File: src/common/rspd_map.svh
// Purpose: offsets, field positions, reset values and limits of the reference switchover and divider control block
// Assumes: register data is 8 bits wide, registers reached through a plain address/strobe port
// Notes: included by bare name
`ifndef RSPD_MAP_SVH
`define RSPD_MAP_SVH
// register offsets
`define RSPD_FB_A_OFS      10'h201
`define RSPD_FB_B_OFS      10'h204
`define RSPD_LF_OFS        10'h205
`define RSPD_FB_C_OFS      10'h207
`define RSPD_FB_D_OFS      10'h208
// reset values
`define RSPD_FB_A_RST      8'h0c
`define RSPD_FB_B_RST      8'h00
`define RSPD_LF_RST        8'h00
`define RSPD_FB_C_RST      8'h0a
`define RSPD_FB_D_RST      8'h00
// setting_a: calibration main counter b[5:0]
`define RSPD_B_LSB         0
// setting_b: remainder counter a[1:0], doubler bit 4, ref divider r[4:0] lives in setting_d
`define RSPD_A_LSB         0
`define RSPD_DBL_BIT       4
// setting_c: feedback counter n[7:0]
// setting_d: output divider m[1:0] (code 0..2 = /3../5), ref divider r at [7:3]
`define RSPD_M_LSB         0
`define RSPD_R_LSB         3
// limits
`define RSPD_REF_DIV_MAX   10'h3ff
`define RSPD_R_MAX         5'h1f
`define RSPD_B_MIN         6'h03
`define RSPD_CAL_MIN       9'h010
`define RSPD_M_MIN         3'h3
`define RSPD_M_MAX         3'h5
`endif

File: src/common/rspd_pkg.sv
// Purpose: types of the reference switchover and divider control block
// Assumes: nothing
// Notes: none
package rspd_pkg;
   typedef enum logic [1:0] {
      RSPD_ON_PRI  = 2'b00,
      RSPD_ON_SEC  = 2'b01,
      RSPD_HOLD    = 2'b10
   } rspd_state_e;
   typedef struct packed {
      logic       loop1_pd;
      logic       diff_sel;
      logic [1:0] se_pd;
      logic       auto_mode;
      logic       nonrevert;
      logic       man_sec;
      logic       use_pin;
      logic       hold_en;
      logic       hold_mid;
   } rspd_ctrl_s;
   typedef struct packed {
      logic       active_sec;
      logic       holdover;
      logic       cp_tristate;
      logic       vt_mid;
   } rspd_stat_s;
endpackage : rspd_pkg

File: src/rtl/rspd_ctrl.sv
// Purpose: reference receiver gating, reference dividers, switchover/holdover and second loop divider control
// Assumes: reference presence flags and reference clocks are synchronous to mclk
// Notes: divider outputs are single-cycle pulses at input-tick rate over ratio
//
// Functional notes
// - differential receiver off when not selected or first loop powered down.
// - single-ended buffer off when loop off, own power-down set, or differential chosen.
// - each reference has its own divider, ratio 1 to 1023.
// - manual selection from a register bit or the select pin.
// - automatic mode moves to secondary when primary lost and secondary present.
// - nonrevertive stays on secondary; returns to primary only if secondary lost.
// - revertive with no nonrevertive state latched goes back to primary as soon as primary returns.
// - nonrevertive state cleared by device reset or by the return to primary on secondary loss.
// - both references lost: holdover, tristate pump or drive tune voltage mid.
// - holdover ends when a reference returns; loop resyncs to it.
// - a control bit disables automatic holdover entry.
// - calibration selects the oscillator band automatically.
// - optional doubler on second loop reference; output within phase detector limit.
// - second loop reference divider ratio 1 to 31.
// - normal feedback is 8-bit counter times output divider.
// - calibration path only during calibration; reverts after; totals must match.
// - calibration divider is four times main plus remainder; main 3..63, total 16+.
// - output divider ratio three, four or five only; code 3 gives ratio six and sets cfg_error.
`timescale 1ns/10ps
`include "rspd_map.svh"
module rspd_ctrl #(
   parameter int REF_DIV_W = 10
) (
   input  wire logic                mclk,
   input  wire logic                resetn,
   input  wire logic [9:0]          reg_addr,
   input  wire logic [7:0]          reg_wdata,
   input  wire logic                reg_wr,
   output logic      [7:0]          reg_rdata,
   input  wire rspd_pkg::rspd_ctrl_s ctrl,
   input  wire logic                ref_sel_pin,
   input  wire logic                pri_present,
   input  wire logic                sec_present,
   input  wire logic                pri_tick,
   input  wire logic                sec_tick,
   input  wire logic [REF_DIV_W-1:0] pri_ratio,
   input  wire logic [REF_DIV_W-1:0] sec_ratio,
   input  wire logic                cal_busy,
   output logic                     pri_div_out,
   output logic                     sec_div_out,
   output logic                     diff_rx_pd,
   output logic      [1:0]          se_buf_pd,
   output rspd_pkg::rspd_stat_s     status,
   output logic                     resync,
   output logic                     use_cal_path,
   output logic                     doubler_on,
   output logic      [4:0]          ref2_ratio,
   output logic      [8:0]          fb_total,
   output logic                     cfg_error
);
   if (REF_DIV_W != 10) begin : g_width_check
      $error("reference divider width must be 10");
   end
   // ***********************************
   // register file
   // ***********************************
   logic [7:0] fb_a, fb_b, lf, fb_c, fb_d;
   logic [7:0] next_fb_a, next_fb_b, next_lf, next_fb_c, next_fb_d, next_rdata;
   always_comb begin
      next_fb_a = fb_a;
      next_fb_b = fb_b;
      next_lf   = lf;
      next_fb_c = fb_c;
      next_fb_d = fb_d;
      if (reg_wr) begin
         unique case (reg_addr)
            `RSPD_FB_A_OFS: next_fb_a = reg_wdata;
            `RSPD_FB_B_OFS: next_fb_b = reg_wdata;
            `RSPD_LF_OFS:   next_lf   = reg_wdata;
            `RSPD_FB_C_OFS: next_fb_c = reg_wdata;
            `RSPD_FB_D_OFS: next_fb_d = reg_wdata;
            default: ;
         endcase
      end
      unique case (reg_addr)
         `RSPD_FB_A_OFS: next_rdata = fb_a;
         `RSPD_FB_B_OFS: next_rdata = fb_b;
         `RSPD_LF_OFS:   next_rdata = lf;
         `RSPD_FB_C_OFS: next_rdata = fb_c;
         `RSPD_FB_D_OFS: next_rdata = fb_d;
         default:        next_rdata = 8'h00;
      endcase
   end
   always_ff @(posedge mclk or negedge resetn) begin
      if (!resetn) begin
         fb_a      <= `RSPD_FB_A_RST;
         fb_b      <= `RSPD_FB_B_RST;
         lf        <= `RSPD_LF_RST;
         fb_c      <= `RSPD_FB_C_RST;
         fb_d      <= `RSPD_FB_D_RST;
         reg_rdata <= 8'h00;
      end else begin
         fb_a      <= next_fb_a;
         fb_b      <= next_fb_b;
         lf        <= next_lf;
         fb_c      <= next_fb_c;
         fb_d      <= next_fb_d;
         reg_rdata <= next_rdata;
      end
   end
   // ***********************************
   // receiver gating
   // ***********************************
   logic       next_diff_pd;
   logic [1:0] next_se_pd;
   always_comb begin
      next_diff_pd = !ctrl.diff_sel || ctrl.loop1_pd;
      next_se_pd   = {2{ctrl.loop1_pd || ctrl.diff_sel}} | ctrl.se_pd;
   end
   always_ff @(posedge mclk or negedge resetn) begin
      if (!resetn) begin
         diff_rx_pd <= 1'b1;
         se_buf_pd  <= 2'b11;
      end else begin
         diff_rx_pd <= next_diff_pd;
         se_buf_pd  <= next_se_pd;
      end
   end
   // ***********************************
   // reference dividers
   // ***********************************
   logic [1:0]                 tick_in;
   logic [1:0][REF_DIV_W-1:0]  ratio_in;
   logic [1:0][REF_DIV_W-1:0]  cnt, next_cnt;
   logic [1:0]                 dout, next_dout;
   assign tick_in  = {sec_tick, pri_tick};
   assign ratio_in = {sec_ratio, pri_ratio};
   for (genvar i = 0; i < 2; i++) begin : g_refdiv
      logic [REF_DIV_W-1:0] lim;
      // zero would already pulse on every tick through the compare; it is served as ratio one
      assign lim = (ratio_in[i] == '0) ? REF_DIV_W'(1) : ratio_in[i];
      always_comb begin
         next_cnt[i]  = cnt[i];
         next_dout[i] = 1'b0;
         if (tick_in[i]) begin
            if (cnt[i] + REF_DIV_W'(1) >= lim) begin
               next_cnt[i]  = '0;
               next_dout[i] = 1'b1;
            end else begin
               next_cnt[i] = cnt[i] + REF_DIV_W'(1);
            end
         end
      end
      always_ff @(posedge mclk or negedge resetn) begin
         if (!resetn) begin
            cnt[i]  <= '0;
            dout[i] <= 1'b0;
         end else begin
            cnt[i]  <= next_cnt[i];
            dout[i] <= next_dout[i];
         end
      end
   end
   assign pri_div_out = dout[0];
   assign sec_div_out = dout[1];
   // ***********************************
   // switchover and holdover
   // ***********************************
   rspd_pkg::rspd_state_e state, next_state, last_ref, next_last_ref;
   logic                  nr_latched, next_nr_latched;
   logic                  man_sec;
   logic                  next_resync;
   assign man_sec = ctrl.use_pin ? ref_sel_pin : ctrl.man_sec;
   always_comb begin
      next_state      = state;
      next_last_ref   = last_ref;
      next_nr_latched = nr_latched;
      next_resync     = 1'b0;
      if (!ctrl.auto_mode) begin
         // manual: the system vouches for the chosen reference
         next_state = man_sec ? rspd_pkg::RSPD_ON_SEC : rspd_pkg::RSPD_ON_PRI;
      end else begin
         unique case (state)
            rspd_pkg::RSPD_ON_PRI: begin
               if (!pri_present && sec_present) begin
                  next_state = rspd_pkg::RSPD_ON_SEC;
                  if (ctrl.nonrevert) next_nr_latched = 1'b1;
               end else if (!pri_present && ctrl.hold_en) begin
                  next_state = rspd_pkg::RSPD_HOLD;
               end
            end
            rspd_pkg::RSPD_ON_SEC: begin
               if (!sec_present && pri_present) begin
                  next_state      = rspd_pkg::RSPD_ON_PRI;
                  next_nr_latched = 1'b0;
               end else if (!sec_present && ctrl.hold_en) begin
                  next_state = rspd_pkg::RSPD_HOLD;
               end else if (pri_present && !nr_latched && !ctrl.nonrevert) begin
                  next_state = rspd_pkg::RSPD_ON_PRI;
               end
            end
            rspd_pkg::RSPD_HOLD: begin
               // primary preferred unless locked to secondary by nonrevertive history
               if (pri_present && !(nr_latched && sec_present)) begin
                  next_state  = rspd_pkg::RSPD_ON_PRI;
                  next_resync = 1'b1;
               end else if (sec_present) begin
                  next_state  = rspd_pkg::RSPD_ON_SEC;
                  next_resync = 1'b1;
               end else if (!ctrl.hold_en) begin
                  next_state = last_ref;
               end
            end
            default: next_state = rspd_pkg::RSPD_ON_PRI;
         endcase
      end
      if (next_state != rspd_pkg::RSPD_HOLD) next_last_ref = next_state;
   end
   always_ff @(posedge mclk or negedge resetn) begin
      if (!resetn) begin
         state      <= rspd_pkg::RSPD_ON_PRI;
         last_ref   <= rspd_pkg::RSPD_ON_PRI;
         nr_latched <= 1'b0;
         resync     <= 1'b0;
         status     <= '0;
      end else begin
         state      <= next_state;
         last_ref   <= next_last_ref;
         nr_latched <= next_nr_latched;
         resync     <= next_resync;
         // status registered from next values so it changes with state
         status.active_sec  <= (next_state == rspd_pkg::RSPD_ON_SEC);
         status.holdover    <= (next_state == rspd_pkg::RSPD_HOLD);
         status.cp_tristate <= (next_state == rspd_pkg::RSPD_HOLD) && !ctrl.hold_mid;
         status.vt_mid      <= (next_state == rspd_pkg::RSPD_HOLD) && ctrl.hold_mid;
      end
   end
   // ***********************************
   // second loop dividers
   // ***********************************
   logic [5:0] cal_b;
   logic [1:0] cal_a;
   logic [2:0] m_ratio;
   logic [8:0] cal_total, norm_total;
   logic [10:0] norm_wide;
   logic [4:0] r_val;
   logic       next_err;
   logic [8:0] next_total;
   assign cal_b     = fb_a[`RSPD_B_LSB +: 6];
   assign cal_a     = fb_b[`RSPD_A_LSB +: 2];
   assign m_ratio   = `RSPD_M_MIN + {1'b0, fb_d[`RSPD_M_LSB +: 2]};
   assign cal_total = {1'b0, cal_b, 2'b00} + {7'h00, cal_a};
   assign norm_wide = fb_c * m_ratio;
   assign norm_total = norm_wide[8:0];
   assign r_val     = fb_d[`RSPD_R_LSB +: 5];
   always_comb begin
      next_err = (cal_b < `RSPD_B_MIN) || (cal_total < `RSPD_CAL_MIN)
               || (m_ratio > `RSPD_M_MAX) || (r_val == 5'h00)
               || (norm_wide != {2'b00, cal_total});
      // calibration path only while the band search runs
      next_total = cal_busy ? cal_total : norm_total;
   end
   always_ff @(posedge mclk or negedge resetn) begin
      if (!resetn) begin
         use_cal_path <= 1'b0;
         doubler_on   <= 1'b0;
         ref2_ratio   <= 5'h01;
         fb_total     <= 9'h000;
         cfg_error    <= 1'b0;
      end else begin
         use_cal_path <= cal_busy;
         doubler_on   <= fb_b[`RSPD_DBL_BIT];
         ref2_ratio   <= (r_val == 5'h00) ? 5'h01 : r_val;
         fb_total     <= next_total;
         cfg_error    <= next_err;
      end
   end
endmodule : rspd_ctrl

File: config.mk
export PLATFORM = sky130hd
export DESIGN_NAME = rspd_ctrl
export DESIGN_NICKNAME = d
export VERILOG_FILES = /design/src/common/rspd_pkg.sv /design/src/rtl/rspd_ctrl.sv
export VERILOG_INCLUDE_DIRS = /design/src /design/src/common
export SDC_FILE = /design/constraint.sdc
export NUM_CORES = 1
export LEC_CHECK = 0
export BUFFER_PORTS_ARGS = -buffer_cell sky130_fd_sc_hd__buf_2
export CORE_UTILIZATION = 50
export CTS_BUF_LIST = sky130_fd_sc_hd__clkbuf_4 sky130_fd_sc_hd__clkbuf_8
export CTS_CLUSTER_DIAMETER = 40
export DETAILED_ROUTE_END_ITERATION = 7
export GPL_ROUTABILITY_DRIVEN = 0
export HOLD_SLACK_MARGIN = 0.06
export PLACE_DENSITY_LB_ADDON = 0.2
export RECOVER_POWER = 100
export SLEW_MARGIN = 0
export SYNTH_ARGS = -nofsm -noshare
export SYNTH_HDL_FRONTEND = slang
export SYNTH_SLANG_ARGS = --single-unit
File: constraint.sdc
create_clock -name mclk -period 3.6 [get_ports mclk]
set_input_delay 0.9 -clock mclk [delete_from_list [all_inputs] [get_ports mclk]]
set_output_delay 0.9 -clock mclk [all_outputs]
set_load 0.02 [all_outputs]
==> impl_results.md <==
* Wire length of the first global-routing pass at around 19 mm
* Startpoint of the lowest-slack register-to-register path: fb_d[0]
* Largest net degree at the start of global routing at between 40 and 50
* Xor and xnor fraction of the mapped netlist area at ~4.3%
* Crit path DAT at between 3 and 4 ns
* Ant diodes at 0
* Number of enable flip-flop cells after synthesis at 0
* Commonest cells in the synthesized netlist: sky130_fd_sc_hd__dfrtp_1 (92), sky130_fd_sc_hd__inv_1 (50), sky130_fd_sc_hd__mux2_2 (43)
* WHS Endpoint: doubler_on
* Worst reg-to-reg path cell count at 13
* Post-route clock period utilization at 94.3%
* Clock H-tree levels at 3
* Actual transition at the worst max-transition pin at 2.48 ns
* Post-Syn Instances at around 500
* Number of nets in the finished design at ~700
* Failing checks: design-rule violations, max-capacitance violations, max-slew violations
* Power density over the cells at roughly 400 mW/mm^2
* Most frequent cell after synthesis: sky130_fd_sc_hd__dfrtp_1
* Relative max-transition margin at -65.0%
* Via count of the first global-routing pass at a little over 4,000
* Post-route ant nets at 0
* Final hold violations at 0
* Clock network latency to the later pin of the worst-skew pair at roughly 0.37 ns
* Achievable Freq at 295 MHz
* Met2 layer usage reported by global route at around 37%
* Nets in the synthesized netlist at roughly 600
* Detailed-route wire length at about 12 mm
* DR iter-0 viols at 193
* Standard-cell row count at 38
* Combinational family with the most area after synthesis: simple AND/OR/NAND/NOR gates
* Post-DR wirelength/cell at about 15 um
* Seq/Total Area, Yosys at 45.3%
* Yosys warnings at 0
* Initial cell density of the core at 51.1%
* Endpoint class of the critical path: flop
* Overall die width at between 100 and 150 um
* Worst voltage drop across the vdd grid at 213 uV
* Clock slew seen by the registers of the worst setup and hold paths at approximately 0.090 ns
* DR vias/cell at about 5.5
* Unrepaired setup endpoints after global routing: false
* Buffers from clock root to sink, at most at 2
* Total power at 0.00250 W
* Simple-gate area share of the yosys netlist at between 10 and 15%
* Number of iterations in the first detailed-routing pass at 6
* Source of the worst hold timing path: fb_b[4]
* Synth area leaders: sky130_fd_sc_hd__dfrtp_1 (42%), sky130_fd_sc_hd__mux2_2 (8.7%), sky130_fd_sc_hd__ha_1 (7.7%), sky130_fd_sc_hd__dfstp_2 (3.8%), sky130_fd_sc_hd__inv_1 (3.4%)
* Final setup fails at 0
* Area inside the core boundary at 0.0108 sq mm
* Clock net sink count at 100
* Most used routing layer: met2
* Multiplexer fraction of the synthesized cell area at under 10%
* Max Cap Violations at 1
* Global route total overflow at 0
* Share of final-layout standard cells stronger than drive strength 1 at 21.3%
* Post-route clock skew at roughly 0.009 ns
* Distinct cells, synth at between 50 and 60
* Half-perimeter wire length after placement at about 8.8 mm
* Worst hold path stage count at 0
* Prevailing post-synth register cell: sky130_fd_sc_hd__dfrtp_1
* Syn Std Cell Area at between 0.005 and 0.006 sq mm
* Required time worst endpoint at about 3.8 ns
* CTS tree: yes
* Cell type with the highest aggregate area in the netlist: sky130_fd_sc_hd__dfrtp_1
* Number of vias in the routed layout at just over 4,000
* Number of post-CTS setup repair buffers at 0
* Register bit total from synthesis at 100
* Min Clock Period, post-route at roughly 3.4 ns
* Complex-gate fraction of the synthesized area at between 10% and 20%
* Area of the die at 0.0115 sq mm
* Classification of the worst setup path: flop to flop
* Synth async-reset ratio at 100%
* Top cell type's share of synthesized area at 41.5%
* Adder-Cell Fraction of Synth Area at between 10% and 20%
* Global-route usage over all layers at a little over a fifth
* DRC violations left at 2
* Antenna violations before repair at 0
* Static power due to leakage at 3.20 nW
* Clk root buf: sky130_fd_sc_hd__clkbuf_8
* Number of port buffers at 91
* Tightest Hold Check Type: flop to flop
* Area growth syn-to-layout at 13.0%
* Slew Viols, Final at between 40 and 50
* Met3 demand-to-capacity share in global routing at between 4 and 5%
* Type of element launching the critical path: flop
* Met1 Usage GRT at a little over a quarter
* CP max FO at 8
* Mean Syn Cell Area at around 11 sq um
* Setup total negative slack at 0 ns
* I/O Pins at slightly above 90
* Number of buffers created by CTS at 9
* RR Endpoint: cfg_error
* Die extent in y at 107 um
* Register-to-register setup slack at between 0.2 and 0.25 ns
* Post-Route Hold Slack at 0.419 ns
* Outcome: finished with violations
-- cell type report --
cell class	instances	area [sq um]
flip-flops and latches	100	2510
inverters	50	188
multi-input cells	348	2750
repair buffers	100	457
well taps	140	175
fillers	947	4580
clock buffers	12	153
clock inverters	4	26.3
-- flip-flops by register name (all words and copies together), names as in the netlist --
name	flops
sec_div_out	1
doubler_on	1
fb_a	8
fb_c	8
resync	1
pri_div_out	1
ref2_ratio	5
use_cal_path	1
nr_latched	1
cnt	20
cfg_error	1
reg_rdata	8
fb_total	9
status	4
diff_rx_pd	1
last_ref	2
fb_d	8
state	2
fb_b	8
se_buf_pd	2
lf	8
-- logic make-up after synthesis --
group	count (synthesis)
AND/OR/NAND/NOR	140
flip-flops	100
AO/OA/AOI/OAI	93
buffers and inverters	64
multiplexers	47
adder cells (fa/ha/maj)	41
XOR/XNOR	27
-- critical path, cell delays in order, from the launching register on --
cell and delay [ns]:
sky130_fd_sc_hd__dfrtp_1 0.40, sky130_fd_sc_hd__inv_2 0.10, sky130_fd_sc_hd__ha_2 0.32, sky130_fd_sc_hd__nand2b_1 0.18, sky130_fd_sc_hd__fa_1 0.50, sky130_fd_sc_hd__inv_1 0.04
sky130_fd_sc_hd__ha_1 0.20, sky130_fd_sc_hd__inv_1 0.07, sky130_fd_sc_hd__fa_2 0.20, sky130_fd_sc_hd__nand2b_1 0.14, sky130_fd_sc_hd__a21oi_1 0.10, sky130_fd_sc_hd__or4_1 0.53
sky130_fd_sc_hd__a221oi_1 0.32, sky130_fd_sc_hd__nand4_1 0.14
-- per-stage QoR --
step | worst slack [ns] | utilization, % | cells | cell area, sq um
finish | 0.205 | 57.8 | 754 | 6260
global placement | 0.250 | 57.0 | 738 | 6180
global route | 0.0220 | 57.8 | 754 | 6260
floorplan | 0.335 | - | 512 | 5540
CTS | 0.110 | 58.7 | 754 | 6360
detailed placement | 0.133 | 57.0 | 738 | 6180
-- power breakdown --
part,total (W),internal (W),leakage [nW],switching (W)
clock network,0.000659,0.000285,0.0932,0.000374
registers,0.00130,0.00121,1.33,0.0000949
logic,0.000538,0.000249,1.78,0.000289
total,0.00250,0.00174,3.20,0.000758
-- placed cells by master (no fill, tap or decap), types with 11 or more instances in the layout --
cell type and count:
sky130_fd_sc_hd__a21oi_1 11, sky130_fd_sc_hd__and3_1 13, sky130_fd_sc_hd__buf_2 50, sky130_fd_sc_hd__clkbuf_1 43, sky130_fd_sc_hd__dfrtp_1 92, sky130_fd_sc_hd__ha_1 33
sky130_fd_sc_hd__inv_1 49, sky130_fd_sc_hd__mux2_2 43, sky130_fd_sc_hd__nand2_1 41, sky130_fd_sc_hd__nand2b_1 14, sky130_fd_sc_hd__nor2_1 15, sky130_fd_sc_hd__nor2b_1 19
sky130_fd_sc_hd__o21ai_0 19, sky130_fd_sc_hd__o22ai_1 14, sky130_fd_sc_hd__xnor2_1 16, sky130_fd_sc_hd__xor2_1 11
-- metal layers --
metal | routed length, um | up-vias | part of all wire [%]
met3 | 515 | 16 | 4.5
met4 | 189 | 0 | 1.6
met5 | 0 | - | 0
li1 | - | 2015 | -
met1 | 5090 | 2018 | 44
met2 | 5750 | 91 | 50
-- worst max path at each step --
stage	from	endpoint	slack [ns]	depth (start not counted)
3_3_place_gp	fb_d[0]	cfg_error	0.25	14
3_5_place_dp	fb_d[0]	cfg_error	0.13	14
4_1_cts	fb_d[0]	cfg_error	0.11	14
6_report	fb_d[0]	cfg_error	0.21	13
5_1_grt	fb_d[0]	cfg_error	0.02	14
2_1_floorplan	fb_d[0]	cfg_error	0.34	14
-- what timing repair did --
action	CTS	global route
hold buffers	0	0
endpoints found under the setup margin	0	1
gates resized for setup	0	4
Power figures use the tool's default switching activity.
